<file path="config.mk">
export PLATFORM = sky130hd
export DESIGN_NAME = scp_programmer
export DESIGN_NICKNAME = d
export VERILOG_FILES = /design/src/include/scp_pkg.sv /design/src/include/scp_stream_if.sv /design/src/logic/scp_fifo.sv /design/src/logic/scp_programmer.sv
export VERILOG_INCLUDE_DIRS = /design/src /design/src/include
export SDC_FILE = /design/constraint.sdc
export NUM_CORES = 1
export LEC_CHECK = 0
export BUFFER_PORTS_ARGS = -buffer_cell sky130_fd_sc_hd__buf_4
export CELL_PAD_IN_SITES_DETAIL_PLACEMENT = 1
export CELL_PAD_IN_SITES_GLOBAL_PLACEMENT = 1
export CORE_ASPECT_RATIO = 1.75
export CORE_MARGIN = 5
export CORE_UTILIZATION = 47
export DETAILED_ROUTE_END_ITERATION = 6
export PLACE_DENSITY_LB_ADDON = 0.12
export SYNTH_ARGS = -nofsm -noshare
export SYNTH_HDL_FRONTEND = slang
export SYNTH_HIERARCHICAL = 1
export SYNTH_SLANG_ARGS = --single-unit
</file>
<file path="constraint.sdc">
create_clock -name ref_clk_in -period 3.9 [get_ports ref_clk_in]
set_input_delay 0.78 -clock ref_clk_in [delete_from_list [all_inputs] [get_ports ref_clk_in]]
set_output_delay 0.78 -clock ref_clk_in [all_outputs]
set_load 0.005 [all_outputs]
</file>
<file path="src/include/scp_regs.svh">
// Operation
// - frame is 35 bits: 4 reset, 22 security, 9 config
// - idle chain reloads switch settings every cycle
// - idle bit counter held cleared at zero
// - debounced request releases counter, enables shifting
// - gate sets on first bit clock rising edge after first bit staged on pin
// - comparator goes low when count reaches 35
// - comparator low clears gate, stopping the clock
// - data bit driven with gated clock to target
// - counting only while request held, 4.4 ms total
// - count end fires 13 ms ramp enable one-shot
// - one-shot held cleared until power-on delay elapses
// - request release returns to idle and reload
// - open switch reads one, closed reads zero
`ifndef SCP_REGS_SVH
`define SCP_REGS_SVH

// ----------------------------------------------------------------
// frame layout
// ----------------------------------------------------------------
`define SCP_FRAME_BITS      35
`define SCP_RESET_BITS      4
`define SCP_SEC_BITS        22
`define SCP_CFG_BITS        9
`define SCP_SW_BITS         31
`define SCP_CNT_W           7
`define SCP_CMP_WIRED       8'hc4
`define SCP_RESET_PATTERN   4'h0
`define SCP_FIFO_DEPTH      16

// ----------------------------------------------------------------
// timing
// ----------------------------------------------------------------
`define SCP_CLK_PERIOD_NS   10
`define SCP_TMR_W           21
`define SCP_ONESHOT_MS      13
`define SCP_POR_US          220
`define SCP_DEBOUNCE_US     1000
`define SCP_ONESHOT_CYC     (21'((`SCP_ONESHOT_MS * 1000000) / `SCP_CLK_PERIOD_NS))
`define SCP_POR_CYC         (21'((`SCP_POR_US * 1000) / `SCP_CLK_PERIOD_NS))
`define SCP_DEB_CYC         (21'((`SCP_DEBOUNCE_US * 1000) / `SCP_CLK_PERIOD_NS))

`endif

</file>
<file path="src/include/scp_pkg.sv">
`include "scp_regs.svh"
package scp_pkg;

    // sequencer phases
    typedef enum logic [1:0]
    {
        SCP_IDLE  = 2'b00,
        SCP_ARM   = 2'b01,
        SCP_SHIFT = 2'b10,
        SCP_DONE  = 2'b11
    } scp_phase_t;

    // whole state of the programmer except the bit buffer
    typedef struct packed
    {
        scp_phase_t                  phase;
        logic                        bclk_meta;
        logic                        bclk_sync;
        logic                        bclk_prev;
        logic                        btn_meta;
        logic                        btn_sync;
        logic                        req;
        logic [`SCP_TMR_W-1:0]       deb_cnt;
        logic [`SCP_SW_BITS-1:0]     sw_meta;
        logic [`SCP_SW_BITS-1:0]     sw_sync;
        logic                        gate;
        logic [`SCP_CNT_W-1:0]       count;
        logic [`SCP_FRAME_BITS-1:0]  chain;
        logic                        pushed;
        logic                        consumed;
        logic                        data_reg;
        logic                        clk_out;
        logic                        cmp_prev;
        logic                        por_done;
        logic [`SCP_TMR_W-1:0]       por_cnt;
        logic [`SCP_TMR_W-1:0]       os_cnt;
        logic                        os_on;
    } scp_state_t;

endpackage

</file>
<file path="src/include/scp_stream_if.sv">
`timescale 1ns/100ps
// valid/ready bit stream between the sequencer and its buffer
interface scp_stream_if #(parameter int WIDTH = 1);
    logic             valid;    // source holds a word
    logic             ready;    // sink accepts a word
    logic [WIDTH-1:0] data;     // the word itself

    modport src (output valid, output data, input ready);
    modport snk (input valid, input data, output ready);
endinterface

</file>
<file path="src/logic/scp_fifo.sv">
`timescale 1ns/100ps
`include "scp_regs.svh"
module scp_fifo
#(
    parameter int WIDTH = 1,
    parameter int DEPTH = `SCP_FIFO_DEPTH
)
(
    // clock and reset
    input  wire logic   clk_in,
    input  wire logic   rst_in,
    // filling and draining sides
    scp_stream_if.snk   push_if,
    scp_stream_if.src   pop_if
);
    // depth must be a power of two so the pointers wrap naturally
    localparam int AW = $clog2(DEPTH);

    typedef struct packed
    {
        logic [DEPTH-1:0][WIDTH-1:0] mem;
        logic [AW-1:0]               wptr;
        logic [AW-1:0]               rptr;
        logic [AW:0]                 fill;
    } scp_fifo_state_t;

    scp_fifo_state_t st_reg;    // registered state
    scp_fifo_state_t st_next;   // next state
    logic            do_push;   // word taken in
    logic            do_pop;    // word handed out

    // honest flags straight from the fill level
    assign push_if.ready = (st_reg.fill != (AW+1)'(DEPTH));
    assign pop_if.valid  = (st_reg.fill != '0);
    assign pop_if.data   = st_reg.mem[st_reg.rptr];
    assign do_push       = push_if.valid & push_if.ready;
    assign do_pop        = pop_if.valid & pop_if.ready;

    // ----------------------------------------------------------------
    // next state
    // ----------------------------------------------------------------
    always_comb
    begin
        st_next = st_reg;
        if (do_push)
        begin
            st_next.mem[st_reg.wptr] = push_if.data;
            st_next.wptr = st_reg.wptr + 1'h1;
        end
        if (do_pop)
            st_next.rptr = st_reg.rptr + 1'h1;
        if (do_push && !do_pop)
            st_next.fill = st_reg.fill + 1'h1;
        else if (do_pop && !do_push)
            st_next.fill = st_reg.fill - 1'h1;
    end

    always_ff @(posedge clk_in)
    begin
        if (rst_in)
            st_reg <= '0;
        else
            st_reg <= st_next;
    end
endmodule

</file>
<file path="src/logic/scp_programmer.sv">
`timescale 1ns/100ps
`include "scp_regs.svh"
module scp_programmer
#(
    parameter logic [`SCP_RESET_BITS-1:0] RESET_PATTERN   = `SCP_RESET_PATTERN,
    parameter logic [`SCP_TMR_W-1:0]      DEBOUNCE_CYCLES = `SCP_DEB_CYC,
    parameter logic [`SCP_TMR_W-1:0]      ONESHOT_CYCLES  = `SCP_ONESHOT_CYC,
    parameter logic [`SCP_TMR_W-1:0]      POR_CYCLES      = `SCP_POR_CYC,
    parameter int                         FIFO_DEPTH      = `SCP_FIFO_DEPTH
)
(
    // clock and reset
    input  wire logic                     ref_clk_in,
    input  wire logic                     sys_rst_in,
    // operator controls, raw from the panel
    input  wire logic                     program_request_button_in,
    input  wire logic [`SCP_SW_BITS-1:0]  code_switches_closed_in,
    // free-running bit clock
    input  wire logic                     bit_clk_in,
    // target chip side
    output logic                          code_data_out,
    output logic                          osc_resistor_pin_out,
    output logic                          osc_capacitor_pin_ramp_out,
    // status
    output logic                          busy_out
);
    // ----------------------------------------------------------------
    // declarations
    // ----------------------------------------------------------------
    // the wired compare pattern reads lsb first, so reverse it once
    localparam logic [7:0] CMP_VALUE = {<<{`SCP_CMP_WIRED}};
    localparam logic [`SCP_CNT_W-1:0] FRAME_COUNT =
        `SCP_CNT_W'(`SCP_FRAME_BITS);

    scp_pkg::scp_state_t              st_reg;     // registered state
    scp_pkg::scp_state_t              st_next;    // next state
    logic                             bclk_rise;  // bit clock rose
    logic                             arm_edge;   // gate opens now
    logic                             tick;       // one gated clock edge
    logic                             cmp_n;      // low at full count
    logic [`SCP_FRAME_BITS-1:0]       load_val;   // frame from switches

    // carriers to and from the bit buffer
    scp_stream_if #(.WIDTH(1)) bit_in_if ();
    scp_stream_if #(.WIDTH(1)) bit_out_if ();

    // ----------------------------------------------------------------
    // bit buffer
    // ----------------------------------------------------------------
    // decouples the shift chain from the pin stage; a stalled pin stage
    // backs up into the chain, which keeps offering its head bit but still shifts on each tick
    scp_fifo
    #(
        .WIDTH (1),
        .DEPTH (FIFO_DEPTH)
    )
    u_fifo
    (
        .clk_in  (ref_clk_in),
        .rst_in  (sys_rst_in),
        .push_if (bit_in_if),
        .pop_if  (bit_out_if)
    );

    // ----------------------------------------------------------------
    // combinational helpers
    // ----------------------------------------------------------------
    // edge found on the synchronised copy only
    assign bclk_rise = st_reg.bclk_sync & ~st_reg.bclk_prev;

    // equality compare against the wired constant, active low
    assign cmp_n = ({1'h0, st_reg.count} != CMP_VALUE);

    // reset pulses lead, then security and config; open switch is one
    assign load_val = {RESET_PATTERN, ~st_reg.sw_sync};

    // first edge only once the first bit is staged on the pin
    assign arm_edge = (st_reg.phase == scp_pkg::SCP_ARM) & bclk_rise
                    & ~st_reg.consumed & st_reg.req;

    // the clock reaches the counter only through the gate or as the arming edge
    assign tick = bclk_rise & st_reg.req
                & (((st_reg.phase == scp_pkg::SCP_SHIFT) & st_reg.gate
                    & cmp_n) | arm_edge);

    // offer the chain head once per bit while a frame runs
    assign bit_in_if.valid = ((st_reg.phase == scp_pkg::SCP_ARM)
                           | (st_reg.phase == scp_pkg::SCP_SHIFT))
                           & st_reg.req & ~st_reg.pushed & cmp_n;
    assign bit_in_if.data  = st_reg.chain[`SCP_FRAME_BITS-1];

    // pin stage takes a new bit once the old one was clocked out
    assign bit_out_if.ready = st_reg.consumed;

    // ----------------------------------------------------------------
    // next state
    // ----------------------------------------------------------------
    always_comb
    begin
        st_next = st_reg;

        // two-stage synchronisers for every pin input
        st_next.bclk_meta = bit_clk_in;
        st_next.bclk_sync = st_reg.bclk_meta;
        st_next.bclk_prev = st_reg.bclk_sync;
        st_next.btn_meta  = program_request_button_in;
        st_next.btn_sync  = st_reg.btn_meta;
        st_next.sw_meta   = code_switches_closed_in;
        st_next.sw_sync   = st_reg.sw_meta;

        // debounce: level follows button only after it stays put
        if (st_reg.btn_sync == st_reg.req)
            st_next.deb_cnt = '0;
        else if (st_reg.deb_cnt >= DEBOUNCE_CYCLES - 1'h1)
        begin
            st_next.req     = st_reg.btn_sync;
            st_next.deb_cnt = '0;
        end
        else
            st_next.deb_cnt = st_reg.deb_cnt + 1'h1;

        // sequencer
        case (st_reg.phase)
            scp_pkg::SCP_IDLE:
            begin
                // released counter and shift mode follow the level
                if (st_reg.req)
                    st_next.phase = scp_pkg::SCP_ARM;
            end
            scp_pkg::SCP_ARM:
            begin
                if (arm_edge)
                begin
                    st_next.gate  = 1'h1;
                    st_next.phase = scp_pkg::SCP_SHIFT;
                end
            end
            scp_pkg::SCP_SHIFT:
            begin
                // full count closes the gate, no more edges pass
                if (!cmp_n)
                begin
                    st_next.gate  = 1'h0;
                    st_next.phase = scp_pkg::SCP_DONE;
                end
            end
            scp_pkg::SCP_DONE:
            begin
                // wait here for the button to be let go
                st_next.phase = scp_pkg::SCP_DONE;
            end
            default:
            begin
                st_next.phase = scp_pkg::SCP_IDLE;
            end
        endcase

        // pin stage takes the next bit from the buffer
        if (bit_out_if.valid && st_reg.consumed)
        begin
            st_next.data_reg = bit_out_if.data;
            st_next.consumed = 1'h0;
        end

        // chain head accepted by the buffer
        if (bit_in_if.valid && bit_in_if.ready)
            st_next.pushed = 1'h1;

        // one gated edge: count, shift msb first, release the pin bit
        if (tick)
        begin
            st_next.count    = st_reg.count + 1'h1;
            st_next.chain    = {st_reg.chain[`SCP_FRAME_BITS-2:0], 1'h0};
            st_next.pushed   = 1'h0;
            st_next.consumed = 1'h1;
        end

        // no request: counter cleared, chain tracks the switches
        if (!st_reg.req)
        begin
            st_next.phase    = scp_pkg::SCP_IDLE;
            st_next.gate     = 1'h0;
            st_next.count    = '0;
            st_next.chain    = load_val;
            st_next.pushed   = 1'h0;
            st_next.consumed = 1'h1;
        end

        // gated clock to the target; a started high phase is kept to
        // its end so the target never sees a runt pulse
        st_next.clk_out = st_reg.bclk_sync
                        & (st_next.gate | st_reg.clk_out);

        // power-on delay runs once after reset
        if (!st_reg.por_done)
        begin
            st_next.por_cnt = st_reg.por_cnt + 1'h1;
            if (st_reg.por_cnt >= POR_CYCLES - 1'h1)
                st_next.por_done = 1'h1;
        end

        // one-shot fired by the falling comparator output
        st_next.cmp_prev = cmp_n;
        if (!st_reg.por_done)
            st_next.os_cnt = '0;
        else if (st_reg.cmp_prev && !cmp_n)
            st_next.os_cnt = ONESHOT_CYCLES;
        else if (st_reg.os_cnt != '0)
            st_next.os_cnt = st_reg.os_cnt - 1'h1;
        st_next.os_on = (st_next.os_cnt != '0);
    end

    // ----------------------------------------------------------------
    // state register
    // ----------------------------------------------------------------
    always_ff @(posedge ref_clk_in)
    begin
        if (sys_rst_in)
            st_reg <= '0;
        else
            st_reg <= st_next;
    end

    // outputs straight from flip-flops, busy decoded from the phase
    assign code_data_out              = st_reg.data_reg;
    assign osc_resistor_pin_out       = st_reg.clk_out;
    assign osc_capacitor_pin_ramp_out = st_reg.os_on;
    assign busy_out                   = (st_reg.phase != scp_pkg::SCP_IDLE);
endmodule

</file>
# Word-level counts from Yosys, hierarchy flattened
# Cells that the tools add are included.
[op_classes] addsub=8 magnitude_cmp=5 eq_ne=10 mux=22 n_bitwise=23 n_reduce_logical=20
[op_table] cell="two-way mux 21 bit" n=3
[op_table] cell="two-way mux 45 bit" n=1
[op_table] cell="two-way mux 44 bit" n=1
[op_table] cell="adder 21 x 1 -> 21 bit, second input constant" n=2
[op_table] cell="nonzero test 21 bit" n=2
[op_table] cell="inverter 31 bit" n=1
[op_table] cell="two-way mux 22 bit" n=1
[op_table] cell="greater-or-equal comparator 21 x 15 -> 1 bit, second input constant" n=1
[op_table] cell="greater-or-equal comparator 21 x 17 -> 1 bit, second input constant" n=1
[op_table] cell="subtractor 21 x 1 -> 21 bit, second input constant" n=1
[op_table] cell="bitwise mux 16 bit" n=1
[op_table] cell="bitwise AND 1 bit" n=14
[op_table] cell="less-than comparator 4 x 5 -> 1 bit, second input constant" n=2
[op_table] cell="two-way mux 5 bit" n=2
[op_table] cell="adder 4 x 1 -> 4 bit, second input constant" n=2
[op_table] cell="case mux 2 bit (4 select lines)" n=1
[op_table] cell="adder 7 x 1 -> 7 bit, second input constant" n=1
[op_table] cell="!= test 7 x 6 -> 1 bit, second input constant" n=1
[op_table] cell="logical AND 1 bit" n=6
[op_table] cell="two-way mux 1 bit" n=6
[op_table] cell="two-way mux 2 bit" n=3
[op_table] cell="OR reduction 3 bit" n=2
[op_table] cell="adder 5 x 1 -> 5 bit, second input constant" n=1
[op_table] cell="!= test 5 bit, second input constant" n=1
[op_table] cell="other kinds (19)" n=31
[word_totals] reg_bits=212 in_bits=35 output_inout_bits=4 elab_cells=130

# Longest topological paths before layout
# Gate-level depths: netlist of the first run.
[depth] word_depth=11 ltp_mapped=12 mapped_depth_nobuf=12

# Hierarchy
# The synthesis of the first run kept the hierarchy.
[by_module_without_submodules] mod="scp_programmer" n_inst=1 cells_each=715 area_each_um2=6799.0 seq_area_each_um2=3663.5
[by_module_without_submodules] mod="scp_fifo" n_inst=1 cells_each=177 area_each_um2=1621.6 seq_area_each_um2=580.6

# Worst setup path before layout of the first run
# OpenSTA, ideal clock, no wires.
[synth_timing] path_kind="register to register" startpoint="reg st_reg[84] in the netlist's numbering" endpoint="reg u_fifo/st_reg[4] in the netlist's numbering" setup_ns=0.121 arrival_ns=2.913 required_ns=3.779 setup_slack_ns=0.867 path_stages_with_launch=12 n_path_buf=0 period_less_slack_ns=3.033 cell_sequence="dfxtp_1 ha_1 and3_1 nor3_1 a21boi_1 ha_1 inv_1 ha_1 a21oi_1 a211oi_1 a31oi_1 mux2_2"
[synth_via] elab_chain_cells=6 word_cells_on_any_way=8 cone_classes="1 x eq/ne; 1 x mux; 2 x bitwise; 4 x reduce/logical"
[synth_lines] item="start: declaration" line="scp_programmer.sv:35" text="scp_pkg::scp_state_t st_reg;"
[synth_lines] item="start signal: assignment" line="scp_programmer.sv:221" text="st_reg <= st_next;"
[synth_lines] item="!= test 7 x 6 -> 1 bit (*)" line="scp_programmer.sv:72" text="assign cmp_n = ({1'h0, st_reg.count} != CMP_VALUE);"
[synth_lines] item="bitwise AND 1 bit (*)" line="scp_programmer.sv:89" text="& st_reg.req & ~st_reg.pushed & cmp_n;"
[synth_lines] item="net bit_in_if.valid" line="scp_stream_if.sv:4" text="logic valid;"
[synth_lines] item="bitwise AND 1 bit (*)" line="scp_fifo.sv:36" text="assign do_push = push_if.valid & push_if.ready;"
[synth_lines] item="net u_fifo.do_push" line="scp_fifo.sv:29" text="logic do_push;"
[synth_lines] item="logical NOT 1 bit" line="scp_fifo.sv:54" text="else if (do_pop && !do_push)"
[synth_lines] item="logical AND 1 bit" line="scp_fifo.sv:54"
[synth_lines] item="nonzero test 2 bit (no line)"
[synth_lines] item="end signal: assignment" line="scp_fifo.sv:63" text="st_reg <= st_next;"
[synth_lines] item="end: declaration" line="scp_fifo.sv:27" text="scp_fifo_state_t st_reg;"
# Mark *: on every way through the listed nets, which the timed path passes. The rest lies on a longest branch.
# A chain may end at the register's enable or synchronous reset.

# Worst setup path after layout of the first run
[layout_timing] startpoint="reg st_reg[181] in the netlist's numbering" endpoint="reg u_fifo/st_reg[4] in the netlist's numbering"
[layout_via] elab_chain_cells=9 word_cells_on_any_way=12 cone_classes="2 x eq/ne; 1 x mux; 5 x bitwise; 4 x reduce/logical"
[layout_lines] item="equality test 2 x 1 -> 1 bit or equality test 2 bit (tied branches)" line="scp_programmer.sv:87, scp_programmer.sv:88"
[layout_lines] item="OR 1 bit (*)" line="scp_programmer.sv:88" text="| (st_reg.phase == scp_pkg::SCP_SHIFT))"
[layout_lines] item="bitwise AND 1 bit (*) (3 in series)" line="scp_programmer.sv:89"
[layout_lines] item="net bit_in_if.valid" line="scp_stream_if.sv:4"
[layout_lines] item="bitwise AND 1 bit (*)" line="scp_fifo.sv:36"
[layout_lines] item="net u_fifo.do_push" line="scp_fifo.sv:29"
[layout_lines] item="logical NOT 1 bit" line="scp_fifo.sv:54"
[layout_lines] item="logical AND 1 bit" line="scp_fifo.sv:54"
[layout_lines] item="nonzero test 2 bit (no line)"
# Marks and branches as above.

==> impl_metrics.py, run 1 <==
metrics = {
    "die": {
        "die_x_um": 111.2,
        "floorplan.die.height_um": 187.1,
        "fp.dieArea_um2": 20800,
        "rows": 64,
        "core-area_um2": 17540,
        "boundaryPins": 39,
        "floorplan.initialDensity": 0.4802,
    },
    "setup_path": {
        "worst_setup_path_end_kind": "register",
        "worstReg2RegEnd": "u_fifo/st_reg[4]$_SDFFE_PP0P_",
        "r2r_start": "st_reg[181]$_SDFFE_PP0P_",
        "start_kind": "register",
        "worstPathArrival_ns": 3.53,
        "worstPathRequired_ns": 4.28,
        "worst-r2r-setup-slack_ns": 0.75,
        "crit_path_max_fanout": 5,
        "timing_worst_setup_path_type": "register to register",
        "r2r.worst_path.cells": 12,
    },
    "finish": {
        "largest_reg_flops": 144,
        "layoutNonFillerInstCount": 1158,
        "most-common-layout-cells": "sky130_fd_sc_hd__dfxtp_1, sky130_fd_sc_hd__nor2_1, sky130_fd_sc_hd__nor2b_1, sky130_fd_sc_hd__a21oi_1, sky130_fd_sc_hd__buf_4",
        "area.sequential_um2": 4244,
        "flow.area_growth_from_synthesis_pct": 13.37,
        "multiInputGateArea_um2": 3944,
        "post_route_cells_drive_above_1_share": 0.1057,
        "number_of_nets_in_the_finished_design": 970,
        "fill_cells": 1953,
        "antennaDiodeCount": 0,
        "layout_commonest_cell": "sky130_fd_sc_hd__dfxtp_1",
        "fin_util": 0.5444,
    },
    "sta": {
        "final_min_period_over_clock_period": 0.8086,
        "worst_rel_slew_slack": 0.5171,
        "achievable-frequency_ghz": 0.3171,
        "clock_period_minus_worst_slack_ns": 3.154,
        "hold_viol_final": 0,
        "fin_worst_skew_ns": 0.01132,
        "worstMarginPinSlew_ns": 0.7228,
        "rsz0062_at_grt": "no",
        "setup_viol": 0,
        "tns_ns": 0,
        "timing_max_transition_violations_final": 0,
    },
    "min_path": {
        "min-delay-path-class": "register to register",
        "worstHoldEndpoint": "st_reg[112]$_SDFF_PP0_",
        "min_delay_path_depth": 1,
        "min-delay-start": "st_next[112]$_SDFF_PP0_",
    },
    "synthesis": {
        "synth_ff_type": "sky130_fd_sc_hd__dfxtp_1",
        "synthesis.instances": 892,
        "synth-edff-count": 0,
        "sequential_to_total_area_share_from_yosys_stat": 0.5040,
        "postSynthAreaPerCell_um2": 9.440,
        "postSynth.asyncResetShare": 0,
        "ys_seq_elements": 212,
        "ys_warn_count": 6,
        "syn-cell-area_um2": 8421,
        "synth.distinct_cells": 64,
    },
    "cts": {
        "clkSinkCount": 212,
        "post-cts-setup-buffer-count": 0,
        "cts_resized": 0,
        "clock_tree.htree_level_count": 1,
        "tritoncts": "built",
        "clk_latency_ns": 0.49,
        "root_buffer_cell": "sky130_fd_sc_hd__clkbuf_16",
        "number_of_hold_buffers_added_after_cts": 0,
        "cts-root-to-sink-buffers": 3,
        "clk_pin_slew_ns": 0.07,
        "cts_buffers": 20,
    },
    "pwr": {
        "leakage_uw": 0.003559,
        "fin_total_pwr_uw": 4849,
        "power_per_cell_area_nw_per_um2": 507.9,
        "power.ir.vdd_worst_mv": 0.3867,
    },
    "grt": {
        "grt_pass1_vias": 6866,
        "grt_use_total": 0.1752,
        "gr-total-overflow": 0,
        "pin_count_of_the_biggest_net_entering_global_routing": 60,
        "antenna_found_initial": 0,
        "grt_pass1_wl_um": 31710,
    },
    "routing": {
        "detail_route.iter0.violations": 175,
        "firstDrtPassIters": 6,
        "route.detailed.vias_per_inst": 5.464,
        "num_vias": 6327,
        "wl_per_cell_um": 15.93,
        "post_route_drc": 0,
        "routed_wire_length_um": 18450,
        "antenna_violating_nets_post_route": 0,
    },
    "place": {
        "dp.cells": 1125,
        "detailed_place_hpwl_um": 12770,
        "place.port_buffers": 38,
        "finalWeightedCongestion": 0.8060,
    },
    "job": {
        "maxCapViolations": 0,
    },
    "outcome": {
        "outcome": "completed",
    },
}
## layout make-up
class / count / share of cell area
inverters: 16 / 0.006291
well taps: 231 / 0.03028
clock buffers: 24 / 0.05727
clock inverters: 9 / 0.01389
flip-flops and latches: 212 / 0.4446
multi-input cells: 622 / 0.4131
repair buffers: 44 / 0.03460
## layer usage
layer	wire (um)	global-route usage	part of all wire
met5	0	0	0
met4	424	0.05386	0.023
met1	7274	0.1891	0.39
met3	597	0.02816	0.032
met2	10160	0.3422	0.55
## cell families (layout without fill, tap and decap cells)
logic type                 after synthesis  count (layout)  synth area share
and+or+nand+nor                        387             387            0.2370
DFF                                    212             212            0.5040
AOI/OAI and AO/OA                      139             139            0.1129
buffers and inverters                   61              93           0.03061
xor gates and xnor gates                57              57           0.05929
adders and majority gates               19              19           0.02912
muxes                                   16              16           0.02660
other                                    1               4         0.0004453
## where the power goes
group / internal, uW / leakage [uW] / switching, uW
logic: 207 / 0.00149 / 280
registers: 2260 / 0.00174 / 89.8
clock network: 1200 / 0.000327 / 813
total: 3670 / 0.00356 / 1180
## how the worst max path moves through the flow
stage | from | end | slack [ns] | depth (start not counted)
after floorplan | st_reg[84]$_SDFFE_PP0P_ | u_fifo/st_reg[4]$_SDFFE_PP0P_ | 0.87 | 11
after global placement | st_reg[84]$_SDFFE_PP0P_ | u_fifo/st_reg[4]$_SDFFE_PP0P_ | 0.85 | 11
after detailed placement | st_reg[84]$_SDFFE_PP0P_ | u_fifo/st_reg[4]$_SDFFE_PP0P_ | 0.72 | 11
after CTS | st_reg[84]$_SDFFE_PP0P_ | u_fifo/st_reg[4]$_SDFFE_PP0P_ | 0.71 | 11
after global routing | st_reg[181]$_SDFFE_PP0P_ | u_fifo/st_reg[4]$_SDFFE_PP0P_ | 0.49 | 12
final | st_reg[181]$_SDFFE_PP0P_ | u_fifo/st_reg[4]$_SDFFE_PP0P_ | 0.75 | 12
## cells in the mapped netlist, types with 3 or more instances
| cell type | count | share of area |
|---|---|---|
| sky130_fd_sc_hd__a21oi_1 | 48 | 0.029 |
| sky130_fd_sc_hd__a221oi_1 | 30 | 0.031 |
| sky130_fd_sc_hd__a31oi_1 | 5 | 0.0037 |
| sky130_fd_sc_hd__and2_1 | 4 | 0.0030 |
| sky130_fd_sc_hd__and3_1 | 6 | 0.0045 |
| sky130_fd_sc_hd__and4_1 | 4 | 0.0042 |
| sky130_fd_sc_hd__buf_1 | 3 | 0.0013 |
| sky130_fd_sc_hd__clkbuf_1 | 37 | 0.016 |
| sky130_fd_sc_hd__dfxtp_1 | 212 | 0.50 |
| sky130_fd_sc_hd__ha_1 | 18 | 0.027 |
| sky130_fd_sc_hd__inv_1 | 16 | 0.0071 |
| sky130_fd_sc_hd__mux2i_1 | 10 | 0.012 |
| sky130_fd_sc_hd__mux4_2 | 5 | 0.013 |
| sky130_fd_sc_hd__nand2_1 | 37 | 0.016 |
| sky130_fd_sc_hd__nand2b_1 | 10 | 0.0074 |
| sky130_fd_sc_hd__nand3_1 | 26 | 0.015 |
| sky130_fd_sc_hd__nand3b_1 | 6 | 0.0053 |
| sky130_fd_sc_hd__nand4_1 | 15 | 0.011 |
| sky130_fd_sc_hd__nor2_1 | 153 | 0.068 |
| sky130_fd_sc_hd__nor2b_1 | 74 | 0.055 |
| sky130_fd_sc_hd__nor3_1 | 9 | 0.0053 |
| sky130_fd_sc_hd__nor4_1 | 10 | 0.0074 |
| sky130_fd_sc_hd__o211ai_1 | 3 | 0.0027 |
| sky130_fd_sc_hd__o21ai_0 | 12 | 0.0071 |
| sky130_fd_sc_hd__o31ai_1 | 16 | 0.014 |
| sky130_fd_sc_hd__o41ai_1 | 4 | 0.0042 |
| sky130_fd_sc_hd__or3_1 | 11 | 0.0082 |
| sky130_fd_sc_hd__or4_1 | 5 | 0.0045 |
| sky130_fd_sc_hd__xnor2_1 | 24 | 0.025 |
| sky130_fd_sc_hd__xor2_1 | 33 | 0.034 |
## worst max-delay path, cell delays in order, from the launching register on
cell,delay (ns)
sky130_fd_sc_hd__dfxtp_1,0.40
sky130_fd_sc_hd__inv_1,0.09
sky130_fd_sc_hd__ha_1,0.32
sky130_fd_sc_hd__nand2_1,0.06
sky130_fd_sc_hd__nor3_1,0.21
sky130_fd_sc_hd__a21boi_1,0.37
sky130_fd_sc_hd__ha_1,0.27
sky130_fd_sc_hd__inv_1,0.13
sky130_fd_sc_hd__ha_1,0.34
sky130_fd_sc_hd__a21oi_1,0.23
sky130_fd_sc_hd__a211oi_1,0.11
sky130_fd_sc_hd__a31oi_1,0.17
sky130_fd_sc_hd__mux2_2,0.34
## metrics by stage
stage          worst slack (ns)  area [um^2]  hold WS [ns]
2_1_floorplan            0.8666         8432        0.4138
3_3_place_gp             0.8540         8867        0.4201
3_5_place_dp             0.7241         8867        0.4253
4_1_cts                  0.7146         9547        0.4381
5_1_grt                  0.4934         9547        0.4509
6_report                 0.7463         9547        0.4345
No activity file was read; power rests on OpenSTA's default activity.
==> run 2: changes to the inputs <==
--- a/config.mk
+++ b/config.mk
@@ -11,7 +11,7 @@
 export CELL_PAD_IN_SITES_GLOBAL_PLACEMENT = 1
 export CORE_ASPECT_RATIO = 1.75
 export CORE_MARGIN = 5
-export CORE_UTILIZATION = 47
+export CORE_UTILIZATION = 43
 export DETAILED_ROUTE_END_ITERATION = 6
 export PLACE_DENSITY_LB_ADDON = 0.12
 export SYNTH_ARGS = -nofsm -noshare
==> constraint.sdc (replaced) <==
create_clock -name ref_clk_in -period 2.7 [get_ports ref_clk_in]
set_input_delay 0.54 -clock ref_clk_in [delete_from_list [all_inputs] [get_ports ref_clk_in]]
set_output_delay 0.54 -clock ref_clk_in [all_outputs]
set_load 0.005 [all_outputs]
==> run 2 against run 1 <==
Compared with the run above: the run now ends with setup timing left; via count rose by 3.3%; sequential share of layout area fell by 1.7 points; worst hold slack got worse by 0.18 ns; clock power rose by 32%; setup slack got worse by 0.80 ns; sequential power rose by 44%; maximum frequency rose by 14%; clock-buffer cell count did not move; first-iteration DRC count rose by 35%.
==> impl_metrics.py, run 2 (synthesis gave the netlist of run 1 again) <==
metrics = {
    "setup_path": {
        "crit_path_max_fanout": 6,
        "worstPathRequired_ns": 3.05,
        "timing_worst_setup_path_type": "register to register",
        "timing.critical_path.from": "st_reg[9]$_SDFF_PP0_",
        "total_stage_count_of_the_critical_path": 7,
        "cp_top_family": "simple AND/OR/NAND/NOR gates",
        "r2r.worst_path.cells": 7,
        "timing.critical_path.buf_inv": 0,
        "worstPathArrival_ns": 3.11,
        "worst_setup_path_end_kind": "register",
        "cp_cell_sequence": "or4_4 > or4_4 > or2_4 > a21oi_2 > or3b_1 > nor4_2 > a41oi_1",
        "cpPeakStageDelay_ns": 0.60,
        "timing.critical_path.slowest_stage_cell": "sky130_fd_sc_hd__or4_4",
        "start_kind": "register",
        "crit_top_cell": "sky130_fd_sc_hd__or4_4",
        "r2r_start": "st_reg[9]$_SDFF_PP0_",
    },
    "sta": {
        "rsz0062_at_grt": "yes",
        "achievable-frequency_ghz": 0.3630,
        "final_min_period_over_clock_period": 1.020,
        "hold-worst-slack_ns": 0.2526,
        "hold_viol_final": 0,
        "finalWorstSetupSlack_ns": -0.05458,
        "fin_worst_skew_ns": 0.02308,
        "setup_viol": 2,
        "worst_rel_slew_slack": 0.5921,
        "clock_period_minus_worst_slack_ns": 2.755,
        "tns_ns": -0.07053,
        "worstMarginPinSlew_ns": 0.6119,
        "timing_max_transition_violations_final": 0,
    },
    "die": {
        "floorplan.initialDensity": 0.4386,
        "core-area_um2": 19200,
        "die_x_um": 115.8,
        "floorplan.die.height_um": 195.1,
        "fp.dieArea_um2": 22590,
        "rows": 67,
        "boundaryPins": 39,
    },
    "routing": {
        "post_route_drc": 0,
        "routed_wire_length_um": 19960,
        "route.detailed.vias_per_inst": 5.401,
        "detail_route.iter0.violations": 237,
        "firstDrtPassIters": 6,
        "antenna_violating_nets_post_route": 0,
        "wl_per_cell_um": 16.50,
        "num_vias": 6535,
    },
    "finish": {
        "largest_reg_flops": 144,
        "most-common-layout-cells": "sky130_fd_sc_hd__dfxtp_1, sky130_fd_sc_hd__nor2_1, sky130_fd_sc_hd__buf_4, sky130_fd_sc_hd__nor2b_1, sky130_fd_sc_hd__a21oi_1",
        "number_of_nets_in_the_finished_design": 1009,
        "antennaDiodeCount": 0,
        "flow.area_growth_from_synthesis_pct": 17.88,
        "layout_commonest_cell": "sky130_fd_sc_hd__dfxtp_1",
        "post_route_cells_drive_above_1_share": 0.1631,
        "fill_cells": 2194,
    },
    "cts": {
        "root_buffer_cell": "sky130_fd_sc_hd__clkbuf_16",
        "cts_buffers": 21,
        "clock_tree.htree_level_count": 1,
        "tritoncts": "built",
        "clk_pin_slew_ns": 0.06,
        "clkSinkCount": 212,
        "clk_latency_ns": 0.50,
        "number_of_hold_buffers_added_after_cts": 0,
        "cts-root-to-sink-buffers": 3,
    },
    "place": {
        "place_ws_ns": -0.1506,
        "detailed_place_hpwl_um": 14070,
        "place.port_buffers": 38,
        "finalWeightedCongestion": 0.8812,
    },
    "grt": {
        "grt_use_total": 0.1788,
        "pin_count_of_the_biggest_net_entering_global_routing": 65,
        "antenna_found_initial": 0,
        "gr-total-overflow": 0,
        "grt_pass1_wl_um": 33690,
        "grt_pass1_vias": 7284,
    },
    "min_path": {
        "min-delay-start": "code_switches_closed_in[29]",
        "min_delay_path_depth": 2,
        "min-delay-path-class": "input port to register",
    },
    "job": {
        "maxCapViolations": 0,
    },
    "outcome": {
        "outcome": "finished with violations",
        "violated_checks": "setup timing",
    },
    "pwr": {
        "power.ir.vdd_worst_mv": 0.5736,
        "leakage_uw": 0.003750,
        "power_per_cell_area_nw_per_um2": 697.9,
    },
}
[run 2: repair_timing]
item / in CTS / in global routing
gates resized for setup: 3 / 11
pin swaps: 2 / 3
buffers inserted: 6 / 2
endpoints found under the setup margin: 3 / 4
[run 2: path summary, 6_finish.rpt]
| check | endpoint | slack, ns |
|---|---|---|
| worst min-delay path | st_next[121]$_SDFF_PP0_ | 0.25 |
| worst max register to register | osc_capacitor_pin_ramp_out$_SDFF_PP0_ | -0.05 |
| worst max-delay path | osc_capacitor_pin_ramp_out$_SDFF_PP0_ | -0.05 |
| worst min register to register | st_reg[104]$_SDFF_PP0_ | 0.44 |
[run 2: stage by stage]
stage	util	total power, uW	instance area, um^2	instances
floorplan	-	4038	8498	895
global placement	0.4784	4263	9184	1165
detailed placement	0.4784	4325	9184	1165
CTS	0.5139	7016	9866	1208
global route	0.5170	7266	9926	1210
finish	0.5170	6927	9926	1210
[run 2: final cells by class]
cell class                      count  area, um^2  area share
Timing Repair Buffer               82       646.9     0.06517
Clock inverter                     13       72.57    0.007311
Clock buffer                       24       546.8     0.05509
Sequential cell                   212        4247      0.4278
Tap cell                          241       301.5     0.03038
Inverter                           16       60.06    0.006051
Multi-Input combinational cell    622        4051      0.4082
[run 2: worst reg2reg max path: stages (launching register included)]
cell and delay (ns):
sky130_fd_sc_hd__dfxtp_2 0.32, sky130_fd_sc_hd__or4_4 0.56, sky130_fd_sc_hd__or4_4 0.60, sky130_fd_sc_hd__or2_4 0.26, sky130_fd_sc_hd__a21oi_2 0.14, sky130_fd_sc_hd__or3b_1 0.38
sky130_fd_sc_hd__nor4_2 0.23, sky130_fd_sc_hd__a41oi_1 0.14
[run 2: report_power, final]
group,total (uW),internal (uW),switching (uW)
clock,2660,1460,1200
combinational,879,392,487
sequential,3390,3260,129
total,6930,5110,1810
[run 2: routing by layer]
layer | vias to the layer above | part of all wire | global-route usage
li1 | 3202 | - | -
met1 | 3197 | 0.37 | 0.1777
met2 | 93 | 0.57 | 0.3617
met3 | 43 | 0.028 | 0.02292
met4 | 0 | 0.028 | 0.06237
met5 | - | 0 | 0
==> run 3: changes to the inputs <==
--- a/config.mk
+++ b/config.mk
@@ -12,6 +12,7 @@
 export CORE_ASPECT_RATIO = 1.75
 export CORE_MARGIN = 5
 export CORE_UTILIZATION = 43
+export CTS_BUF_LIST = sky130_fd_sc_hd__clkbuf_16
 export DETAILED_ROUTE_END_ITERATION = 6
 export PLACE_DENSITY_LB_ADDON = 0.12
 export SYNTH_ARGS = -nofsm -noshare
==> run 3 against run 2 <==
Compared with the run above: the run still ends with setup timing left; clock-buffer cell count is 3 lower; design area down 0.10%; critical path depth unchanged; register-to-register slack worse by 0.02 ns; total power is 0.57% lower; wire length hardly changed; setup slack lost 0.022 ns; utilization decreased by 0.052 points; clock power down 2%; final cell count did not move; critical endpoint unchanged; largest power group unchanged.
==> impl_metrics.py, run 3 (synthesis gave the netlist of run 1 again) <==
metrics = {
    "finish": {
        "multiInputGateArea_um2": 4051,
        "layout.cell_area.non_filler_um2": 9916,
        "number_of_nets_in_the_finished_design": 1009,
        "post_route_cells_drive_above_1_share": 0.1620,
        "largest_reg_flops": 144,
        "layout_commonest_cell": "sky130_fd_sc_hd__dfxtp_1",
        "area.sequential_um2": 4247,
        "fill_cells": 2198,
        "most-common-layout-cells": "sky130_fd_sc_hd__dfxtp_1, sky130_fd_sc_hd__nor2_1, sky130_fd_sc_hd__buf_4, sky130_fd_sc_hd__nor2b_1, sky130_fd_sc_hd__a21oi_1",
        "antennaDiodeCount": 0,
        "flow.area_growth_from_synthesis_pct": 17.76,
    },
    "setup_path": {
        "crit_top_cell": "sky130_fd_sc_hd__or4_4",
        "start_kind": "register",
        "timing.critical_path.from": "st_reg[9]$_SDFF_PP0_",
        "cpPeakStageDelay_ns": 0.60,
        "timing_worst_setup_path_type": "register to register",
        "worstPathArrival_ns": 3.13,
        "cp_cell_sequence": "or4_4 > or4_4 > or2_4 > a21oi_2 > or3b_1 > nor4_2 > a41oi_1",
        "worst_setup_path_end_kind": "register",
        "crit_path_max_fanout": 6,
        "worstPathRequired_ns": 3.05,
        "timing.critical_path.slowest_stage_cell": "sky130_fd_sc_hd__or4_4",
        "r2r_start": "st_reg[9]$_SDFF_PP0_",
    },
    "die": {
        "die_x_um": 115.8,
        "floorplan.die.height_um": 195.1,
        "rows": 67,
        "fp.dieArea_um2": 22590,
        "floorplan.initialDensity": 0.4386,
        "boundaryPins": 39,
        "core-area_um2": 19200,
    },
    "sta": {
        "finalWorstSetupSlack_ns": -0.07613,
        "setup_viol": 2,
        "worstMarginPinSlew_ns": 0.6118,
        "achievable-frequency_ghz": 0.3602,
        "timing_max_transition_violations_final": 0,
        "clock_period_minus_worst_slack_ns": 2.776,
        "fin_worst_skew_ns": 0.02138,
        "rsz0062_at_grt": "yes",
        "worst_rel_slew_slack": 0.5922,
        "final_min_period_over_clock_period": 1.028,
        "hold_viol_final": 0,
    },
    "routing": {
        "num_vias": 6539,
        "wl_per_cell_um": 16.48,
        "detail_route.iter0.violations": 250,
        "route.detailed.vias_per_inst": 5.404,
        "antenna_violating_nets_post_route": 0,
        "post_route_drc": 0,
        "routed_wire_length_um": 19940,
        "firstDrtPassIters": 6,
    },
    "grt": {
        "grt_pass1_vias": 7281,
        "gr-total-overflow": 0,
        "antenna_found_initial": 0,
        "pin_count_of_the_biggest_net_entering_global_routing": 65,
        "grt_use_total": 0.1784,
        "grt_pass1_wl_um": 33640,
    },
    "place": {
        "finalWeightedCongestion": 0.8812,
        "place_ws_ns": -0.1506,
        "detailed_place_hpwl_um": 14070,
        "placed_cell_area_um2": 9184,
        "place.port_buffers": 38,
    },
    "cts": {
        "cts-root-to-sink-buffers": 3,
        "cts_buffers": 21,
        "clk_pin_slew_ns": 0.06,
        "root_buffer_cell": "sky130_fd_sc_hd__clkbuf_16",
        "tritoncts": "built",
        "number_of_hold_buffers_added_after_cts": 0,
        "clock_tree.htree_level_count": 1,
        "clk_latency_ns": 0.50,
        "clkSinkCount": 212,
    },
    "outcome": {
        "violated_checks": "setup timing",
        "outcome": "finished with violations",
    },
    "min_path": {
        "min-delay-path-class": "input port to register",
        "min-delay-start": "code_switches_closed_in[29]",
    },
    "pwr": {
        "leakage_uw": 0.003753,
        "power_per_cell_area_nw_per_um2": 694.6,
        "power.ir.vdd_worst_mv": 0.5741,
        "fin_total_pwr_uw": 6887,
    },
    "job": {
        "maxCapViolations": 0,
    },
}
[run 3: changes by cell type in the layout (fill, tap and decap cells not counted), sizes merged]
| cell | delta |
|---|---|
| clkinv | +1 |
| clkbuf | -3 |
| inv | +2 |
[run 3: through the flow]
step / utilization / hold slack (ns) / cells / TNS [ns]
2_1_floorplan: - / 0.4138 / 895 / 0
3_3_place_gp: 0.4784 / 0.4176 / 1165 / -0.04587
3_5_place_dp: 0.4784 / 0.4236 / 1165 / -0.2868
4_1_cts: 0.5134 / 0.2343 / 1208 / -0.09382
5_1_grt: 0.5165 / 0.2450 / 1210 / -0.2589
6_report: 0.5165 / 0.2548 / 1210 / -0.09045
[run 3: area by class of cell]
type,instances,share of cell area
clock buffers,21,0.05300
well taps,241,0.03041
multi-input cells,622,0.4086
flip-flops and latches,212,0.4283
clock inverters,16,0.008454
repair buffers,82,0.06524
inverters,16,0.006057
[run 3: worst paths after layout]
path              cells past startpoint  slack [ns]                                     to
setup / recovery                      7       -0.08  osc_capacitor_pin_ramp_out$_SDFF_PP0_
hold / removal                        2        0.25                st_next[121]$_SDFF_PP0_
setup reg to reg                      7       -0.08  osc_capacitor_pin_ramp_out$_SDFF_PP0_
hold reg to reg                       1        0.44                 st_reg[104]$_SDFF_PP0_
[run 3: metal layers]
metal | vias to the layer above | routed length, um | global-route usage | part of all wire
met5 | - | 0 | 0 | 0
met4 | 0 | 535 | 0.06237 | 0.027
met3 | 41 | 568 | 0.02292 | 0.028
met2 | 101 | 11430 | 0.3607 | 0.57
met1 | 3195 | 7404 | 0.1775 | 0.37
li1 | 3202 | - | - | -
[run 3: repair_timing]
action	in CTS	in global routing
pin swaps	2	3
endpoints found under the setup margin	3	4
resized for setup	3	11
setup buffers	6	2
[run 3: critical path: cells and delay by family (launching register included)]
kind	cells	cell delay (ns)
and+or+nand+nor	5	2.05
AOI/OAI and AO/OA	2	0.28
DFF	1	0.32
[run 3: power breakdown]
group	switching, uW	internal [uW]
clock network	1190	1420
registers	129	3260
logic	487	392
total	1810	5080
